$ cat config.mk
export PLATFORM = sky130hd
export DESIGN_NAME = rcp_top
export DESIGN_NICKNAME = d
export VERILOG_FILES = /design/src/verilog/rcp_pkg.sv /design/src/verilog/rcp_kwmatch.sv /design/src/verilog/rcp_top.sv
export VERILOG_INCLUDE_DIRS = /design/src /design/src/verilog
export SDC_FILE = /design/constraint.sdc
export NUM_CORES = 1
export LEC_CHECK = 0
export BUFFER_PORTS_ARGS = -buffer_cell sky130_fd_sc_hd__buf_2
export CAP_MARGIN = 20
export CORE_UTILIZATION = 50
export CTS_CLUSTER_DIAMETER = 150
export DETAILED_ROUTE_END_ITERATION = 7
export PLACE_DENSITY = 0.69
export SLEW_MARGIN = 20
export SYNTH_ARGS = -nofsm -noshare
export SYNTH_HDL_FRONTEND = slang
export SYNTH_SLANG_ARGS = --single-unit
$ cat constraint.sdc
create_clock -name mclk_in -period 9.22 [get_ports mclk_in]
set_clock_uncertainty 0.05 [all_clocks]
set_input_delay 1.383 -clock mclk_in [delete_from_list [all_inputs] [get_ports mclk_in]]
set_output_delay 1.383 -clock mclk_in [all_outputs]
set_load 0.01 [all_outputs]
$ cat src/verilog/rcp_defines.svh
// Register offsets, field positions, codec selections and character codes
`ifndef RCP_DEFINES_SVH
`define RCP_DEFINES_SVH
// Register byte offsets
`define RCP_REG_CTRL   5'h00
`define RCP_REG_STATUS 5'h04
`define RCP_REG_EVENT  5'h08
`define RCP_REG_UKEY   5'h0C
`define RCP_REG_RESP   5'h10
`define RCP_REG_SETUP  5'h14
// Control register fields
`define RCP_CTRL_CODEC 1:0
`define RCP_CTRL_LAN   2
`define RCP_CTRL_XBLK  3
// Event status bits
`define RCP_ESR_URQ    6
`define RCP_ESR_CME    5
`define RCP_ESR_EXE    4
`define RCP_ESE_MAX    32'h000000FF
// Codec selections
`define RCP_CODEC_ANSI 2'h0
`define RCP_CODEC_UTF8 2'h1
`define RCP_CODEC_SJIS 2'h2
// Keyword buffer width, twelve characters
`define RCP_KW_W       96
// Character codes
`define RCP_CH_NUL     8'h00
`define RCP_CH_TAB     8'h09
`define RCP_CH_NL      8'h0A
`define RCP_CH_VT      8'h0B
`define RCP_CH_SP      8'h20
`define RCP_CH_STAR    8'h2A
`define RCP_CH_COMMA   8'h2C
`define RCP_CH_COLON   8'h3A
`define RCP_CH_SEMI    8'h3B
`define RCP_CH_QM      8'h3F
`define RCP_CH_AT      8'h40
`define RCP_CH_D0      8'h30
`define RCP_CH_D9      8'h39
`define RCP_CH_UA      8'h41
`define RCP_CH_UZ      8'h5A
`define RCP_CH_LA      8'h61
`define RCP_CH_LZ      8'h7A
`define RCP_CH_CASE    8'h20
// Shift JIS lead byte ranges
`define RCP_SJ_LO1     8'h81
`define RCP_SJ_HI1     8'h9F
`define RCP_SJ_LO2     8'hE0
`define RCP_SJ_HI2     8'hFC
`endif

$ cat src/verilog/rcp_pkg.sv
// Types shared by the remote command parser
package rcp_pkg;
  // Keyword codes from the matcher
  typedef enum logic [3:0] {
    KW_NONE, KW_SYST, KW_USER, KW_KEY, KW_TRIG, KW_SEQ, KW_SOUR, KW_EXT,
    KW_IMM, KW_ON, KW_OFF, KW_RST, KW_ESE, KW_ESR, KW_GOLOC, KW_GOREM
  } rcp_kw_type;
  // Remote/local state: bit 0 remote, bit 1 lockout
  typedef enum logic [1:0] {
    RL_LOCAL = 2'h0, RL_REMOTE = 2'h1, RL_RLOCK = 2'h3, RL_LLOCK = 2'h2
  } rcp_rl_type;
  // Parser phase
  typedef enum logic [1:0] {
    PS_HDR = 2'h0, PS_PAR = 2'h1, PS_SKIP = 2'h3
  } rcp_pst_type;
  // Position in the command tree
  typedef enum logic [3:0] {
    N_ROOT, N_SYS, N_USER, N_KEY, N_TRIG, N_TSRC, N_SRC, N_RST,
    N_ESE, N_ESR, N_GOLOC, N_GOREM, N_ERR
  } rcp_node_type;
endpackage

$ cat src/verilog/rcp_kwmatch.sv
// Keyword matcher: exact short or long form to keyword code
`timescale 1ns/1ps
`include "rcp_defines.svh"
module rcp_kwmatch
  import rcp_pkg::*;
(
  // Upper-case keyword, right-aligned, zero-filled
  input  wire logic [`RCP_KW_W-1:0] kw_in,
  // Matched keyword code
  output rcp_kw_type                kw_out
);
  // Whole-word compare, no partial forms
  function automatic logic hit(input logic [`RCP_KW_W-1:0] k,
                               input logic [`RCP_KW_W-1:0] lf,
                               input logic [`RCP_KW_W-1:0] sf);
    hit = (k == lf) || (k == sf);
  endfunction

  // Keyword table
  always_comb
  begin
    kw_out = KW_NONE;
    if (hit(kw_in, 96'("SYSTEM"), 96'("SYST")))         kw_out = KW_SYST;
    else if (hit(kw_in, 96'("USER"), 96'("USER")))      kw_out = KW_USER;
    else if (hit(kw_in, 96'("KEY"), 96'("KEY")))        kw_out = KW_KEY;
    else if (hit(kw_in, 96'("TRIGGER"), 96'("TRIG")))   kw_out = KW_TRIG;
    else if (hit(kw_in, 96'("SEQUENCE"), 96'("SEQ")))   kw_out = KW_SEQ;
    else if (hit(kw_in, 96'("SOURCE"), 96'("SOUR")))    kw_out = KW_SOUR;
    else if (hit(kw_in, 96'("EXTERNAL"), 96'("EXT")))   kw_out = KW_EXT;
    else if (hit(kw_in, 96'("IMMEDIATE"), 96'("IMM")))  kw_out = KW_IMM;
    else if (hit(kw_in, 96'("ON"), 96'("ON")))          kw_out = KW_ON;
    else if (hit(kw_in, 96'("OFF"), 96'("OFF")))        kw_out = KW_OFF;
    else if (hit(kw_in, 96'("RST"), 96'("RST")))        kw_out = KW_RST;
    else if (hit(kw_in, 96'("ESE"), 96'("ESE")))        kw_out = KW_ESE;
    else if (hit(kw_in, 96'("ESR"), 96'("ESR")))        kw_out = KW_ESR;
    else if (hit(kw_in, 96'("LOC"), 96'("LOC")))        kw_out = KW_GOLOC;
    else if (hit(kw_in, 96'("REM"), 96'("REM")))        kw_out = KW_GOREM;
  end
endmodule

$ cat src/verilog/rcp_top.sv
// Remote command parser with remote/local state and register slave
//
// Design decisions made here: the register offsets and register access over Avalon-MM.
`timescale 1ns/1ps
`include "rcp_defines.svh"
// Notes on behaviour
// - Powers up local; any command makes remote.
// - Local request honoured only when parser idle.
// - LAN go-local/go-remote commands switch state.
// - Lockout disables the panel go-local key.
// - Remote-enable falling edge lifts lockout, goes local.
// - User key sets event bit 6, key value.
// - Codec decides which bytes are literal text.
// - Codes 0-9 and 11-32 are white space.
// - Question mark makes a query with response.
// - Conflicting setting discarded, sets event bit 4.
// - Leading asterisk marks a common command.
// - Reset, event enable write, event status read.
// - Colon-separated hierarchical path from root system.
// - Keyword meaning depends on its tree level.
// - Optional keyword may be omitted or given.
// - Short or long form, case ignored.
// - Commas split the parameter list.
// - Semicolon separates; colon after it restarts root.
// - Line ends on new-line or end-or-identify.
module rcp_top
  import rcp_pkg::*;
(
  // Clock and reset
  input  wire logic        mclk_in,
  input  wire logic        nrst_in,
  // Avalon-MM slave
  input  wire logic [4:0]  avs_address_in,
  input  wire logic        avs_read_in,
  input  wire logic        avs_write_in,
  input  wire logic [31:0] avs_writedata_in,
  input  wire logic [3:0]  avs_byteenable_in,
  output logic      [31:0] avs_readdata_out,
  output logic             avs_waitrequest_out,
  // Command byte stream
  input  wire logic        rx_valid_in,
  input  wire logic [7:0]  rx_data_in,
  input  wire logic        rx_eoi_in,
  output logic             rx_ready_out,
  // Bus management lines and messages
  input  wire logic        ren_in,
  input  wire logic        llo_in,
  input  wire logic        gtl_in,
  // Front panel
  input  wire logic        local_key_in,
  input  wire logic        user_key_stb_in,
  input  wire logic [2:0]  user_key_in,
  // State and settings
  output logic      [1:0]  rl_state_out,
  output logic             trig_ext_out,
  output logic             src_on_out
);
  // Range test for character classes
  function automatic logic in_rng(input logic [7:0] c, input logic [7:0] lo,
                                  input logic [7:0] hi);
    in_rng = (c >= lo) && (c <= hi);
  endfunction

  // Settings and status registers
  rcp_rl_type            rl_r, rl_nxt;     // Remote/local state
  logic [1:0]            codec_r;          // Character encoding
  logic                  lan_r;            // LAN protocol mode
  logic                  xblk_r;           // External trigger unavailable
  logic [7:0]            esr_r, esr_nxt;   // Event status
  logic [7:0]            ese_r;            // Event status enable
  logic [3:0]            ukey_r;           // Last user key, 0 none
  logic                  trig_ext_r;       // Trigger source external
  logic                  src_on_r;         // Source output on
  logic [31:0]           resp_r;           // Query response
  logic                  resp_valid_r;     // Response unread
  logic                  ren_r;            // Remote enable, last cycle
  // Parser registers
  rcp_pst_type           pst_r, pst_nxt;   // Parser phase
  logic [`RCP_KW_W-1:0]  kbuf_r, kbuf_nxt; // Keyword being built
  rcp_node_type          node_r, node_nxt; // Current tree position
  rcp_node_type          base_r, base_nxt; // Path kept after semicolon
  logic                  any_r, any_nxt;   // Command has content
  logic                  com_r, com_nxt;   // Common command
  logic                  at_r, at_nxt;     // LAN switch command
  logic                  qry_r, qry_nxt;   // Query flag
  logic                  hasp_r, hasp_nxt; // First parameter seen
  logic [1:0]            ncom_r, ncom_nxt; // Comma count, saturating
  logic [31:0]           val_r, val_nxt;   // First numeric parameter
  logic                  lit_r;            // Next byte is literal
  logic                  ack_r;            // Bus answer cycle

  // Byte classification
  logic [7:0] ch;
  logic is_lit, is_ws, is_lc, is_alpha, is_dig, is_colon, is_semi;
  logic is_comma, is_qm, is_star, is_at, take, eol, term, sjis_lead;
  logic [7:0] up_ch;
  assign ch        = rx_data_in;
  assign sjis_lead = (codec_r == `RCP_CODEC_SJIS) && !lit_r &&
                     (in_rng(ch, `RCP_SJ_LO1, `RCP_SJ_HI1) ||
                      in_rng(ch, `RCP_SJ_LO2, `RCP_SJ_HI2));
  assign is_lit    = lit_r || ch[7];
  assign is_ws     = !is_lit && (in_rng(ch, `RCP_CH_NUL, `RCP_CH_TAB) ||
                                 in_rng(ch, `RCP_CH_VT, `RCP_CH_SP));
  assign is_lc     = !is_lit && in_rng(ch, `RCP_CH_LA, `RCP_CH_LZ);
  assign is_alpha  = is_lc || (!is_lit && in_rng(ch, `RCP_CH_UA, `RCP_CH_UZ));
  assign is_dig    = !is_lit && in_rng(ch, `RCP_CH_D0, `RCP_CH_D9);
  assign is_colon  = !is_lit && (ch == `RCP_CH_COLON);
  assign is_semi   = !is_lit && (ch == `RCP_CH_SEMI);
  assign is_comma  = !is_lit && (ch == `RCP_CH_COMMA);
  assign is_qm     = !is_lit && (ch == `RCP_CH_QM);
  assign is_star   = !is_lit && (ch == `RCP_CH_STAR);
  assign is_at     = !is_lit && (ch == `RCP_CH_AT);
  assign up_ch     = is_lc ? ch - `RCP_CH_CASE : ch;
  assign rx_ready_out = !resp_valid_r;
  assign take      = rx_valid_in && rx_ready_out;
  assign eol       = take && ((!is_lit && ch == `RCP_CH_NL) || rx_eoi_in);
  assign term      = eol || (take && is_semi);

  // Keyword buffer and matcher
  logic [`RCP_KW_W-1:0] kbuf_app, ksrc;
  logic kempty, kovf;
  rcp_kw_type kw;
  assign kbuf_app = {kbuf_r[`RCP_KW_W-9:0], up_ch};
  assign ksrc     = (take && is_alpha) ? kbuf_app : kbuf_r;
  assign kempty   = (kbuf_r == '0);
  assign kovf     = (kbuf_r[`RCP_KW_W-1 -: 8] != 8'h00);
  rcp_kwmatch u_kw (
    .kw_in  (ksrc),
    .kw_out (kw)
  );

  // Tree step for one keyword
  rcp_node_type nstep;
  always_comb
  begin
    nstep = N_ERR;
    if (com_r)
      nstep = (kw == KW_RST) ? N_RST : (kw == KW_ESE) ? N_ESE :
              (kw == KW_ESR) ? N_ESR : N_ERR;
    else if (at_r)
      nstep = (kw == KW_GOLOC) ? N_GOLOC : (kw == KW_GOREM) ? N_GOREM : N_ERR;
    else
      unique case (node_r)
        N_ROOT: nstep = (kw == KW_SYST) ? N_SYS : (kw == KW_TRIG) ? N_TRIG :
                        (kw == KW_SOUR) ? N_SRC : N_ERR;
        N_SYS:  nstep = (kw == KW_USER) ? N_USER : N_ERR;
        N_USER: nstep = (kw == KW_KEY) ? N_KEY : N_ERR;
        N_TRIG: nstep = (kw == KW_SEQ) ? N_TRIG :
                        (kw == KW_SOUR) ? N_TSRC : N_ERR;
        default: nstep = N_ERR;
      endcase
  end

  // Values as of the terminating byte, last data byte included
  logic in_hdr, in_par, first_p, q, hasp, ptxt;
  logic [31:0] val_app, pv;
  rcp_node_type ex_node;
  rcp_kw_type pk;
  assign in_hdr  = (pst_r == PS_HDR);
  assign in_par  = (pst_r == PS_PAR);
  assign first_p = take && in_par && (ncom_r == 2'h0);
  assign val_app = (val_r << 3) + (val_r << 1) + {24'h000000, ch - `RCP_CH_D0};
  assign q       = qry_r || (take && in_hdr && is_qm);
  assign hasp    = hasp_r || (first_p && (is_alpha || is_dig));
  assign ptxt    = in_par && (ksrc != '0);
  assign pv      = (first_p && is_dig) ? val_app : val_r;
  assign pk      = in_par ? kw : KW_NONE;
  assign ex_node = in_hdr ? nstep : node_r;

  // Parser next state
  always_comb
  begin
    pst_nxt = pst_r; kbuf_nxt = kbuf_r; node_nxt = node_r; base_nxt = base_r;
    any_nxt = any_r; com_nxt = com_r; at_nxt = at_r; qry_nxt = qry_r;
    hasp_nxt = hasp_r; ncom_nxt = ncom_r; val_nxt = val_r;
    if (take && in_hdr)
    begin
      if (is_alpha)
      begin
        kbuf_nxt = kbuf_app;
        any_nxt  = 1'b1;
        if (kovf)
          pst_nxt = PS_SKIP;
      end
      else if (is_star && !any_r)
      begin
        com_nxt = 1'b1;
        any_nxt = 1'b1;
      end
      else if (is_at && !any_r)
      begin
        at_nxt  = 1'b1;
        any_nxt = 1'b1;
        if (!lan_r)
          pst_nxt = PS_SKIP;
      end
      else if (is_colon && !any_r)
      begin
        node_nxt = N_ROOT;
        any_nxt  = 1'b1;
      end
      else if (is_ws && !any_r)
        any_nxt = 1'b0;
      else if (is_colon || is_qm || is_ws)
      begin
        kbuf_nxt = '0;
        node_nxt = nstep;
        if (nstep == N_ERR)
          pst_nxt = PS_SKIP;
        else if (!is_colon)
          pst_nxt = PS_PAR;
        qry_nxt = is_qm;
      end
      else if (!term)
        pst_nxt = PS_SKIP;
    end
    else if (take && in_par)
    begin
      if (is_comma)
        ncom_nxt = ncom_r + {1'b0, ~&ncom_r};
      else if (is_alpha && ncom_r == 2'h0)
      begin
        kbuf_nxt = kbuf_app;
        hasp_nxt = 1'b1;
        if (kovf)
          pst_nxt = PS_SKIP;
      end
      else if (is_dig && ncom_r == 2'h0)
      begin
        val_nxt  = val_app;
        hasp_nxt = 1'b1;
      end
      else if (!(is_ws || is_lit || is_alpha || is_dig || term))
        pst_nxt = PS_SKIP;
    end
    if (term)
    begin
      pst_nxt = PS_HDR; kbuf_nxt = '0; any_nxt = 1'b0; com_nxt = 1'b0;
      at_nxt = 1'b0; qry_nxt = 1'b0; hasp_nxt = 1'b0; ncom_nxt = 2'h0;
      val_nxt = '0;
      if (eol)
        base_nxt = N_ROOT;
      else if (!com_r && !at_r)
        base_nxt = (ex_node == N_KEY) ? N_USER :
                   (ex_node == N_TSRC) ? N_TRIG : N_ROOT;
      node_nxt = base_nxt;
    end
  end

  // Command decode at the terminator
  logic exec, bad, noarg, one, ex_ok, ex_resp, ex_conf, lan_loc, lan_rem;
  logic [31:0] ex_rdata;
  assign exec  = term && any_r && (pst_r != PS_SKIP) && !(in_hdr && nstep == N_ERR);
  assign bad   = term && any_r && !(exec && ex_ok);
  assign noarg = !hasp && (ncom_r == 2'h0);
  assign one   = hasp && (ncom_r == 2'h0);
  always_comb
  begin
    ex_ok = 1'b0; ex_resp = 1'b0; ex_conf = 1'b0; ex_rdata = '0;
    unique case (ex_node)
      N_RST: ex_ok = !q && noarg;
      N_ESE:
      begin
        ex_ok    = q ? noarg : (one && !ptxt && pv <= `RCP_ESE_MAX);
        ex_resp  = q;
        ex_rdata = {24'h000000, ese_r};
      end
      N_ESR:
      begin
        ex_ok    = q && noarg;
        ex_resp  = 1'b1;
        ex_rdata = {24'h000000, esr_r};
      end
      N_KEY:
      begin
        ex_ok    = q && noarg;
        ex_resp  = 1'b1;
        ex_rdata = {28'h0000000, ukey_r};
      end
      N_TSRC:
      begin
        ex_ok    = q ? noarg : (one && (pk == KW_EXT || pk == KW_IMM));
        ex_conf  = !q && pk == KW_EXT && xblk_r;
        ex_resp  = q;
        ex_rdata = {31'h00000000, trig_ext_r};
      end
      N_SRC:
      begin
        ex_ok    = q ? noarg : (one && (pk == KW_ON || pk == KW_OFF || !ptxt));
        ex_resp  = q;
        ex_rdata = {31'h00000000, src_on_r};
      end
      N_GOLOC, N_GOREM: ex_ok = !q && noarg;
      default: ex_ok = 1'b0;
    endcase
  end
  assign lan_loc = exec && ex_ok && ex_node == N_GOLOC && eol && rl_r[0];
  assign lan_rem = exec && ex_ok && ex_node == N_GOREM;

  // Remote/local state next value
  logic busy, ren_fall, loc_ok;
  assign busy     = any_r || !in_hdr || node_r != N_ROOT || base_r != N_ROOT;
  assign ren_fall = ren_r && !ren_in;
  assign loc_ok   = lan_loc || (!busy && !take &&
                    ((local_key_in && rl_r == RL_REMOTE) || (gtl_in && rl_r[0])));
  always_comb
  begin
    rl_nxt = rl_r;
    if (ren_fall)
      rl_nxt = RL_LOCAL;
    else if (llo_in)
      rl_nxt = rcp_rl_type'({1'b1, rl_r[0]});
    else if (loc_ok)
      rl_nxt = rcp_rl_type'({rl_r[1], 1'b0});
    else if (take || lan_rem)
      rl_nxt = rcp_rl_type'({rl_r[1], 1'b1});
  end

  // Event status: setting wins over the read clear
  logic esr_clr;
  assign esr_clr = exec && ex_ok && q && ex_node == N_ESR;
  always_comb
  begin
    esr_nxt = esr_clr ? 8'h00 : esr_r;
    esr_nxt[`RCP_ESR_URQ] = esr_nxt[`RCP_ESR_URQ] | user_key_stb_in;
    esr_nxt[`RCP_ESR_CME] = esr_nxt[`RCP_ESR_CME] | (bad && !ex_conf);
    esr_nxt[`RCP_ESR_EXE] = esr_nxt[`RCP_ESR_EXE] | (exec && ex_conf);
  end

  // Register bus decode
  logic req, bus_wr, bus_rd, do_set, do_rst;
  logic [31:0] rd_mux;
  assign req    = avs_read_in || avs_write_in;
  assign bus_wr = avs_write_in && ack_r && avs_address_in == `RCP_REG_CTRL &&
                  avs_byteenable_in[0];
  assign bus_rd = avs_read_in && ack_r && avs_address_in == `RCP_REG_RESP;
  assign avs_waitrequest_out = req && !ack_r;
  assign rd_mux =
    (avs_address_in == `RCP_REG_CTRL)   ? {28'h0000000, xblk_r, lan_r, codec_r} :
    (avs_address_in == `RCP_REG_STATUS) ? {28'h0000000, resp_valid_r, busy, rl_r} :
    (avs_address_in == `RCP_REG_EVENT)  ? {16'h0000, ese_r, esr_r} :
    (avs_address_in == `RCP_REG_UKEY)   ? {28'h0000000, ukey_r} :
    (avs_address_in == `RCP_REG_RESP)   ? resp_r :
    (avs_address_in == `RCP_REG_SETUP)  ? {30'h00000000, src_on_r, trig_ext_r} :
    32'h00000000;
  assign do_set = exec && ex_ok && !q && !ex_conf;
  assign do_rst = do_set && ex_node == N_RST;

  // Bus answer and control register
  always_ff @(posedge mclk_in or negedge nrst_in)
  begin
    if (!nrst_in)
    begin
      ack_r <= 1'b0; avs_readdata_out <= '0; codec_r <= `RCP_CODEC_ANSI;
      lan_r <= 1'b0; xblk_r <= 1'b0;
    end
    else
    begin
      ack_r <= req && !ack_r;
      if (req && !ack_r)
        avs_readdata_out <= rd_mux;
      if (bus_wr)
        {xblk_r, lan_r, codec_r} <= avs_writedata_in[3:0];
    end
  end

  // State, events, settings and response
  always_ff @(posedge mclk_in or negedge nrst_in)
  begin
    if (!nrst_in)
    begin
      rl_r <= RL_LOCAL; esr_r <= 8'h00; ren_r <= 1'b0; lit_r <= 1'b0;
      ese_r <= 8'h00; ukey_r <= 4'h0; trig_ext_r <= 1'b0; src_on_r <= 1'b0;
      resp_r <= '0; resp_valid_r <= 1'b0;
    end
    else
    begin
      rl_r <= rl_nxt; esr_r <= esr_nxt; ren_r <= ren_in;
      if (take)
        lit_r <= sjis_lead;
      if (user_key_stb_in)
        ukey_r <= {1'b0, user_key_in} + 4'h1;
      else if (do_rst)
        ukey_r <= 4'h0;
      if (do_rst)
        {ese_r, trig_ext_r, src_on_r} <= '0;
      else if (do_set && ex_node == N_ESE)
        ese_r <= pv[7:0];
      else if (do_set && ex_node == N_TSRC)
        trig_ext_r <= (pk == KW_EXT);
      else if (do_set && ex_node == N_SRC)
        src_on_r <= ptxt ? (pk == KW_ON) : (pv != '0);
      if (exec && ex_ok && q && ex_resp)
      begin
        resp_r       <= ex_rdata;
        resp_valid_r <= 1'b1;
      end
      else if (bus_rd)
        resp_valid_r <= 1'b0;
    end
  end

  // Parser registers
  always_ff @(posedge mclk_in or negedge nrst_in)
  begin
    if (!nrst_in)
    begin
      pst_r <= PS_HDR; kbuf_r <= '0; node_r <= N_ROOT; base_r <= N_ROOT;
      {any_r, com_r, at_r, qry_r, hasp_r} <= '0; ncom_r <= 2'h0; val_r <= '0;
    end
    else
    begin
      pst_r <= pst_nxt; kbuf_r <= kbuf_nxt; node_r <= node_nxt; base_r <= base_nxt;
      {any_r, com_r, at_r, qry_r, hasp_r} <= {any_nxt, com_nxt, at_nxt, qry_nxt, hasp_nxt};
      ncom_r <= ncom_nxt; val_r <= val_nxt;
    end
  end

  // Outputs
  assign rl_state_out = rl_r;
  assign trig_ext_out = trig_ext_r;
  assign src_on_out   = src_on_r;
endmodule

==> results of run 1 <==
tightest hold or removal path: stages, from the launching register on:
cell	delay [ns]
dfrtp_1	0.34
nand2_1	0.05
o21ai_0	0.06
worst max path at each step:
stage                       start  cells past startpoint   endpoint  slack, ns
floorplan           rx_data_in[6]                     23  ukey_r[0]       3.03
global placement    rx_data_in[5]                     20   ese_r[7]       1.98
detailed placement  rx_data_in[6]                     22   ese_r[7]       1.86
CTS                 rx_data_in[6]                     22   ese_r[2]       2.29
global route        rx_data_in[5]                     18   ese_r[2]       1.72
finish              rx_data_in[5]                     20   ese_r[2]       2.13
stage by stage:
stage	power, mW	hold WS (ns)	utilization [%]
2_1_floorplan	1.54	0.399	-
3_3_place_gp	1.78	0.405	52.9
3_5_place_dp	1.79	0.417	52.9
4_1_cts	2.60	0.434	55.1
5_1_grt	2.73	0.462	55.1
6_report	2.61	0.430	55.1
synthesized netlist by cell type (23+ instances only):
library cell,count
dfrtp_1,196
nor4_1,70
a21oi_1,94
mux2i_1,23
o21ai_0,146
inv_1,53
nor2_1,130
nand2_1,342
nor3_1,67
and3_1,25
nor2b_1,28
clkbuf_1,70
nand4_1,42
nand3_1,65
ha_1,64
sequential cells by signal, indices dropped and copies added, names as in the netlist, 2 cells and up:
signal,count
node_r,4
codec_r,2
ese_r,8
base_r,4
avs_readdata_out,16
esr_r,3
ncom_r,2
pst_r,2
val_r,32
ukey_r,4
rl_state_out,2
kbuf_r,96
resp_r,8
area by class of cell:
cell class | count | area (um^2) | area share, %
multi-input combinational | 1533 | 9330 | 58.5
antenna | 1 | 2.50 | 0.0157
timing repair buffer | 70 | 402 | 2.52
clock inverter | 14 | 195 | 1.22
clock buffer | 17 | 425 | 2.67
sequential | 196 | 4900 | 30.8
tap | 384 | 480 | 3.01
inverter | 56 | 210 | 1.32
per-layer routing:
metal,vias up,global-route usage (%)
li1,6885,-
met5,-,0
met1,6990,42.7
met3,152,4.66
met4,0,17.1
met2,624,53.4
cell families after synthesis:
group                    share of synthesized area, %
AO/OA/AOI/OAI                                    20.2
buffers and inverters                            4.76
flip-flops                                       33.1
AND/OR/NAND/NOR                                  31.8
XOR/XNOR                                         1.53
adder cells (fa/ha/maj)                          6.27
other                                          0.0253
multiplexers                                     2.39
where the power goes:
group / internal, mW / switching, mW / total (mW)
clock network: 0.435 / 0.374 / 0.809
logic: 0.241 / 0.511 / 0.752
registers: 0.920 / 0.130 / 1.05
total: 1.60 / 1.01 / 2.61
==> summary.txt, run 1 <==
Run status
  – Outcome: completed

Worst setup path
  – CP Max Fanout: 18
  – Critical path's top delay family: simple AND/OR/NAND/NOR gates
  – Startpoint types: input port
  – Crit path arrival time: 7.38 ns
  – CP bufs+invs: 4
  – FF-to-FF path depth: 15
  – CP cell instances: buf_2 > inv_1 > ha_1 > nand2_1 > o31ai_1 > a2111oi_4 > buf_4 > nor2_2 > buf_4 > o21ai_0 > and4_1 > nor4_1 > a31oi_1 > o31ai_2 > nor2b_1 > o21ai_0 > a21oi_1 > or4_1 > nand3_2 > o2bb2ai_1
  – CP required: 9.50 ns
  – FF-to-FF Start: lit_r
  – Worst path max stage delay: 0.86 ns
  – WS Path Type: in2reg
  – Reg2reg end: ese_r[2]
  – Slack of the worst reg-to-reg path: 3.17 ns
  – CP max stage cell: o31ai_2
  – Crit end category: flop

Clock network
  – Worst-Skew Late Latency: 0.47 ns
  – CTS sink cnt: 196
  – Post_cts resized: 0
  – CTS tree: yes
  – Clk root buf: clkbuf_16
  – CTS clock-pin slew for the worst setup and hold paths: 0.07 ns
  – H-tree depth: 4
  – Number of buffers added for setup after CTS: 0
  – Clock Path Buffers: 2
  – CTS Hold Bufs: 0
  – CTS Buf Count: 17

Yosys
  – Post-Syn Area: 14800 um^2
  – Synth top area share: 33.1%
  – EDFF count, synth: 0
  – Predominant post-synthesis flop cell: dfrtp_1
  – Number of warning messages in the yosys log: 0
  – Synthesized area per cell: 7.90 um^2
  – Fraction of registers with async set/reset: 100%
  – Cells after Synth: 1877
  – Seq cells post-synth: 196
  – Unique cell type count in the Yosys netlist: 104
  – Synth area leader: dfrtp_1
  – Top cells by area, synth: dfrtp_1 (33%), nand2_1 (8.7%), ha_1 (5.4%)
  – Seq/Total Area, Yosys: 33.1%

Detailed routing
  – Post-route ant nets: 0
  – Residual DRC: 0
  – DRT Pass-1 Iters: 6
  – WL met2: 23.1 mm
  – Initial DRC count: 1556
  – Wl on met1: 21.1 mm
  – Met3 WL post-DR: 2.83 mm
  – Vias per cell: 6.45
  – WL/cell: 21.9 um
  – Highest routing layer actually used: met4
  – Final WL: 49.6 mm
  – DR vias: 14.7k

Place
  – Cell Area, Placed: 15300 um^2
  – GPL Wtd Cong: 1.00
  – DP Cell Count: 2239
  – Post-place setup slack: 1.86 ns
  – PortBufs: 53
  – Post-DP HPWL: 36.9 mm

Hold path
  – Hold Crit Depth: 2
  – Hold Path Origin: avs_readdata_out[5]
  – Hold EP: avs_readdata_out[5]
  – Min-delay worst type: reg2reg

Floorplanning
  – Die span in x: 174 um
  – Placeable core area: 28900 um^2
  – Die area: 30400 um^2
  – Row cnt: 62
  – Initial Util: 51.3%
  – Top-Level Pins: 101
  – Die Height: 174 um

Cells and area
  – Most frequent cells in the layout: nand2_1 (342), dfrtp_1 (196), o21ai_0 (145)
  – Fraction of layout instances using a drive strength above 1: 8.17%
  – Area delta synth->final: 7.49%
  – Nets: 2007
  – Post-route cell area: 15900 um^2
  – Final Non-Filler Cells: 2271
  – Fill count: 2745
  – Commonest non-fill, non-tap cell in the layout: nand2_1

Pwr
  – Peak VDD IR: 0.000138 V
  – Power Density: 164 nW/um^2
  – P_leak: 6.71 nW

STA
  – Total negative setup slack: 0 ns
  – Tightest Pin Transition: 1.05 ns
  – Clock period minus worst slack: 7.09 ns
  – Final cycle utilization of the critical path: 76.9%
  – Pins Over Slew Limit: 0
  – Worst Slack Setup Final: 2.13 ns
  – Final hold viol count: 0
  – # setup viols final: 0
  – Slew headroom: 30.0%
  – Fmax: 141 MHz
  – RSZ-0062 raised after global routing: no

Global routing
  – Total congestion overflow: 0
  – Initial antenna violation count: 1
  – GRT Total Usage: 32.9%
  – Vias in the first global route: 13.9k
  – Largest net degree at the start of global routing: 113
  – Global-route wire length before repair: 78.8 mm

Run
  – Total of max-cap violations: 0
(Power assumes the default switching activity.)
==> run 2, diff against run 1 <==
ABC_AREA = 1   (was default)
PLACE_DENSITY = 0.71   (was 0.69)
clock period = 6.3 ns   (was 9.22 ns; I/O delays follow)
==> summary.txt, run 2 <==
Run status
  – Outcome: completed (unchanged)

Yosys
  – Seq cells post-synth: 196 (unchanged)
  – Top cells by area, synth: dfrtp_1 (32%), nand2_1 (15%), nand3_1 (9.3%) (was dfrtp_1 (33%), nand2_1 (8.7%), ha_1 (5.4%))
  – Synth top cells by count: nand2_1 (597), inv_1 (283), nand3_1 (282) (was nand2_1 (342), dfrtp_1 (196), o21ai_0 (146))
  – Synth top area share: 32.3% (was 33.1%)
  – Unique cell type count in the Yosys netlist: 57 (was 104)
  – EDFF count, synth: 0 (unchanged)
  – Post-Syn Area: 15200 um^2 (was 14800 um^2)
  – Synthesized area per cell: 6.65 um^2 (was 7.90 um^2)
  – Fraction of registers with async set/reset: 100% (unchanged)
  – Cells after Synth: 2283 (was 1877)
  – Number of warning messages in the yosys log: 0 (unchanged)
  – Count leader, synth: nand2_1 (unchanged)
  – Synth area leader: dfrtp_1 (unchanged)
  – Predominant post-synthesis flop cell: dfrtp_1 (unchanged)
  – Seq/Total Area, Yosys: 32.3% (was 33.1%)

Cells and area
  – Largest register by flop count: kbuf_r (unchanged)
  – Area delta synth->final: 7.72% (was 7.49%)
  – Regs by FF count: kbuf_r (96), val_r (32), avs_readdata_out (16) (unchanged)
  – Most frequent cells in the layout: nand2_1 (597), inv_1 (282), nand3_1 (282) (was nand2_1 (342), dfrtp_1 (196), o21ai_0 (145))
  – Max reg flops: 96 (unchanged)
  – Antenna cells: 0 (was 1)
  – Post-route cell area: 16300 um^2 (was 15900 um^2)
  – Fill count: 2961 (was 2745)
  – Fraction of layout instances using a drive strength above 1: 8.10% (was 8.17%)
  – Commonest non-fill, non-tap cell in the layout: nand2_1 (unchanged)
  – Nets: 2440 (was 2007)

Global routing
  – GRT Total Usage: 29.0% (was 32.9%)
  – Global-route wire length before repair: 72.5 mm (was 78.8 mm)
  – Largest net degree at the start of global routing: 118 (was 113)
  – Vias in the first global route: 14.5k (was 13.9k)
  – Initial antenna violation count: 0 (was 1)
  – Total congestion overflow: 0 (unchanged)

Clock network
  – Clock Path Buffers: 2 (unchanged)
  – H-tree depth: 4 (unchanged)
  – CTS clock-pin slew for the worst setup and hold paths: 0.08 ns (was 0.07 ns)
  – CTS Hold Bufs: 0 (unchanged)
  – Post_cts resized: 0 (unchanged)
  – CTS sink cnt: 196 (unchanged)
  – Number of buffers added for setup after CTS: 0 (unchanged)
  – CTS Buf Count: 17 (unchanged)
  – Worst-Skew Late Latency: 0.46 ns (was 0.47 ns)
  – CTS tree: yes (unchanged)
  – Clk root buf: clkbuf_16 (unchanged)

STA
  – RSZ-0062 raised after global routing: no (unchanged)
  – # setup viols final: 0 (unchanged)
  – Total negative setup slack: 0 ns (unchanged)
  – Tightest Pin Transition: 1.04 ns (was 1.05 ns)
  – Clock period minus worst slack: 5.71 ns
  – Pins Over Slew Limit: 0 (unchanged)
  – Final cycle utilization of the critical path: 90.6%
  – Slew headroom: 30.2% (was 30.0%)
  – Fmax: 175 MHz
  – Final hold viol count: 0 (unchanged)

Place
  – PortBufs: 53 (unchanged)
  – Cell Area, Placed: 15700 um^2 (was 15300 um^2)
  – GPL Wtd Cong: 0.970 (was 1.00)
  – Post-DP HPWL: 32.1 mm (was 36.9 mm)

Floorplanning
  – Die span in x: 176 um (was 174 um)
  – Top-Level Pins: 101 (unchanged)
  – Die Height: 176 um (was 174 um)
  – Initial Util: 51.1% (was 51.3%)
  – Row cnt: 63 (was 62)
  – Die area: 31100 um^2 (was 30400 um^2)
  – Placeable core area: 29700 um^2 (was 28900 um^2)

Detailed routing
  – Vias per cell: 5.60 (was 6.45)
  – DRT Pass-1 Iters: 8 (was 6)
  – Residual DRC: 0 (unchanged)
  – Post-route ant nets: 0 (unchanged)
  – Final WL: 43.5 mm (was 49.6 mm)
  – Initial DRC count: 1497 (was 1556)
  – DR vias: 15.2k (was 14.7k)
  – WL/cell: 16.1 um (was 21.9 um)

Worst setup path
  – Top cell by count, worst path: nand2_1
  – Worst path max stage delay: 0.48 ns (was 0.86 ns)
  – Startpoint types: input port (unchanged)
  – CP max stage cell: fa_1 (was o31ai_2)
  – CP Max Fanout: 12 (was 18)
  – Critical path's top delay family: simple AND/OR/NAND/NOR gates (unchanged)
  – Crit path arrival time: 6.00 ns (was 7.38 ns)
  – CP required: 6.59 ns (was 9.50 ns)
  – CP bufs+invs: 5 (was 4)
  – WS Path Type: in2reg (unchanged)
  – Crit end category: flop (unchanged)

Run
  – Total of max-cap violations: 0 (unchanged)

Pwr
  – Peak VDD IR: 0.000253 V (was 0.000138 V)
  – P_leak: 8.10 nW (was 6.71 nW)
  – Power Density: 334 nW/um^2 (was 164 nW/um^2)

Hold path
  – Min-delay worst type: reg2reg (unchanged)
run 2: stage by stage:
step / setup WS (ns) / utilization, % / total power [mW] / cells / hold slack (ns)
2_1_floorplan: 1.02 / - / 3.59 / 2298 / 0.392
3_3_place_gp: 0.276 / 53.0 / 4.23 / 2678 / 0.411
3_5_place_dp: 0.157 / 53.0 / 4.27 / 2678 / 0.413
4_1_cts: 0.612 / 55.0 / 5.45 / 2710 / 0.434
5_1_grt: 0.226 / 55.0 / 5.89 / 2710 / 0.456
6_report: 0.593 / 55.0 / 5.46 / 2710 / 0.431
run 2: final timing paths:
kind / from / to / slack (ns) / cells after the start
worst max-delay path: rx_data_in[5] / ese_r[1] / 0.59 / 32
worst min-delay path: avs_readdata_out[0] / avs_readdata_out[0] / 0.43 / 2
worst max register to register: val_r[0] / ese_r[1] / 1.09 / 27
worst min register to register: avs_readdata_out[0] / avs_readdata_out[0] / 0.43 / 2
max in group asynchronous: nrst_in / val_r[12] / 4.64 / 2
min in group asynchronous: nrst_in / kbuf_r[69] / 0.46 / 1
run 2: layout make-up:
type                            instances  area (um^2)  share of cell area, %
Inverter                              298         1120                   6.86
Clock buffer                           17          425                   2.60
Tap cell                              390          488                   2.98
Timing Repair Buffer                   79          544                   3.33
Sequential cell                       196         4900                   30.0
Multi-Input combinational cell       1715         8680                   53.1
Clock inverter                         15          184                   1.12
run 2: worst min-delay path: stages, from the launching register on:
cell	delay, ns
dfrtp_1	0.34
nand2_1	0.05
o21ai_0	0.06
run 2: cell families (layout without fill, tap and decap cells):
group	count (synthesis)	in the layout	share of synthesized area, %
AND/OR/NAND/NOR	1268	1268	36.6
buffers and inverters	387	409	10.9
AO/OA/AOI/OAI	332	332	12.4
flip-flops	196	196	32.3
adder cells (fa/ha/maj)	70	70	6.07
XOR/XNOR	28	28	1.62
other	1	16	0.0247
multiplexers	1	1	0.0742
run 2: layer usage:
layer	track usage (%)	vias up	wire length [um]
li1	-	7499	-
met2	46.3	505	19800
met5	0	-	0
met4	7.43	0	700
met3	3.70	45	2830
met1	41.2	7127	20200
run 2: power by group:
group          leakage (nW)  internal, mW  switching (mW)
registers              2.61          1.56           0.279
logic                  5.20         0.695            1.76
clock network         0.294         0.574           0.592
total                  8.10          2.83            2.63
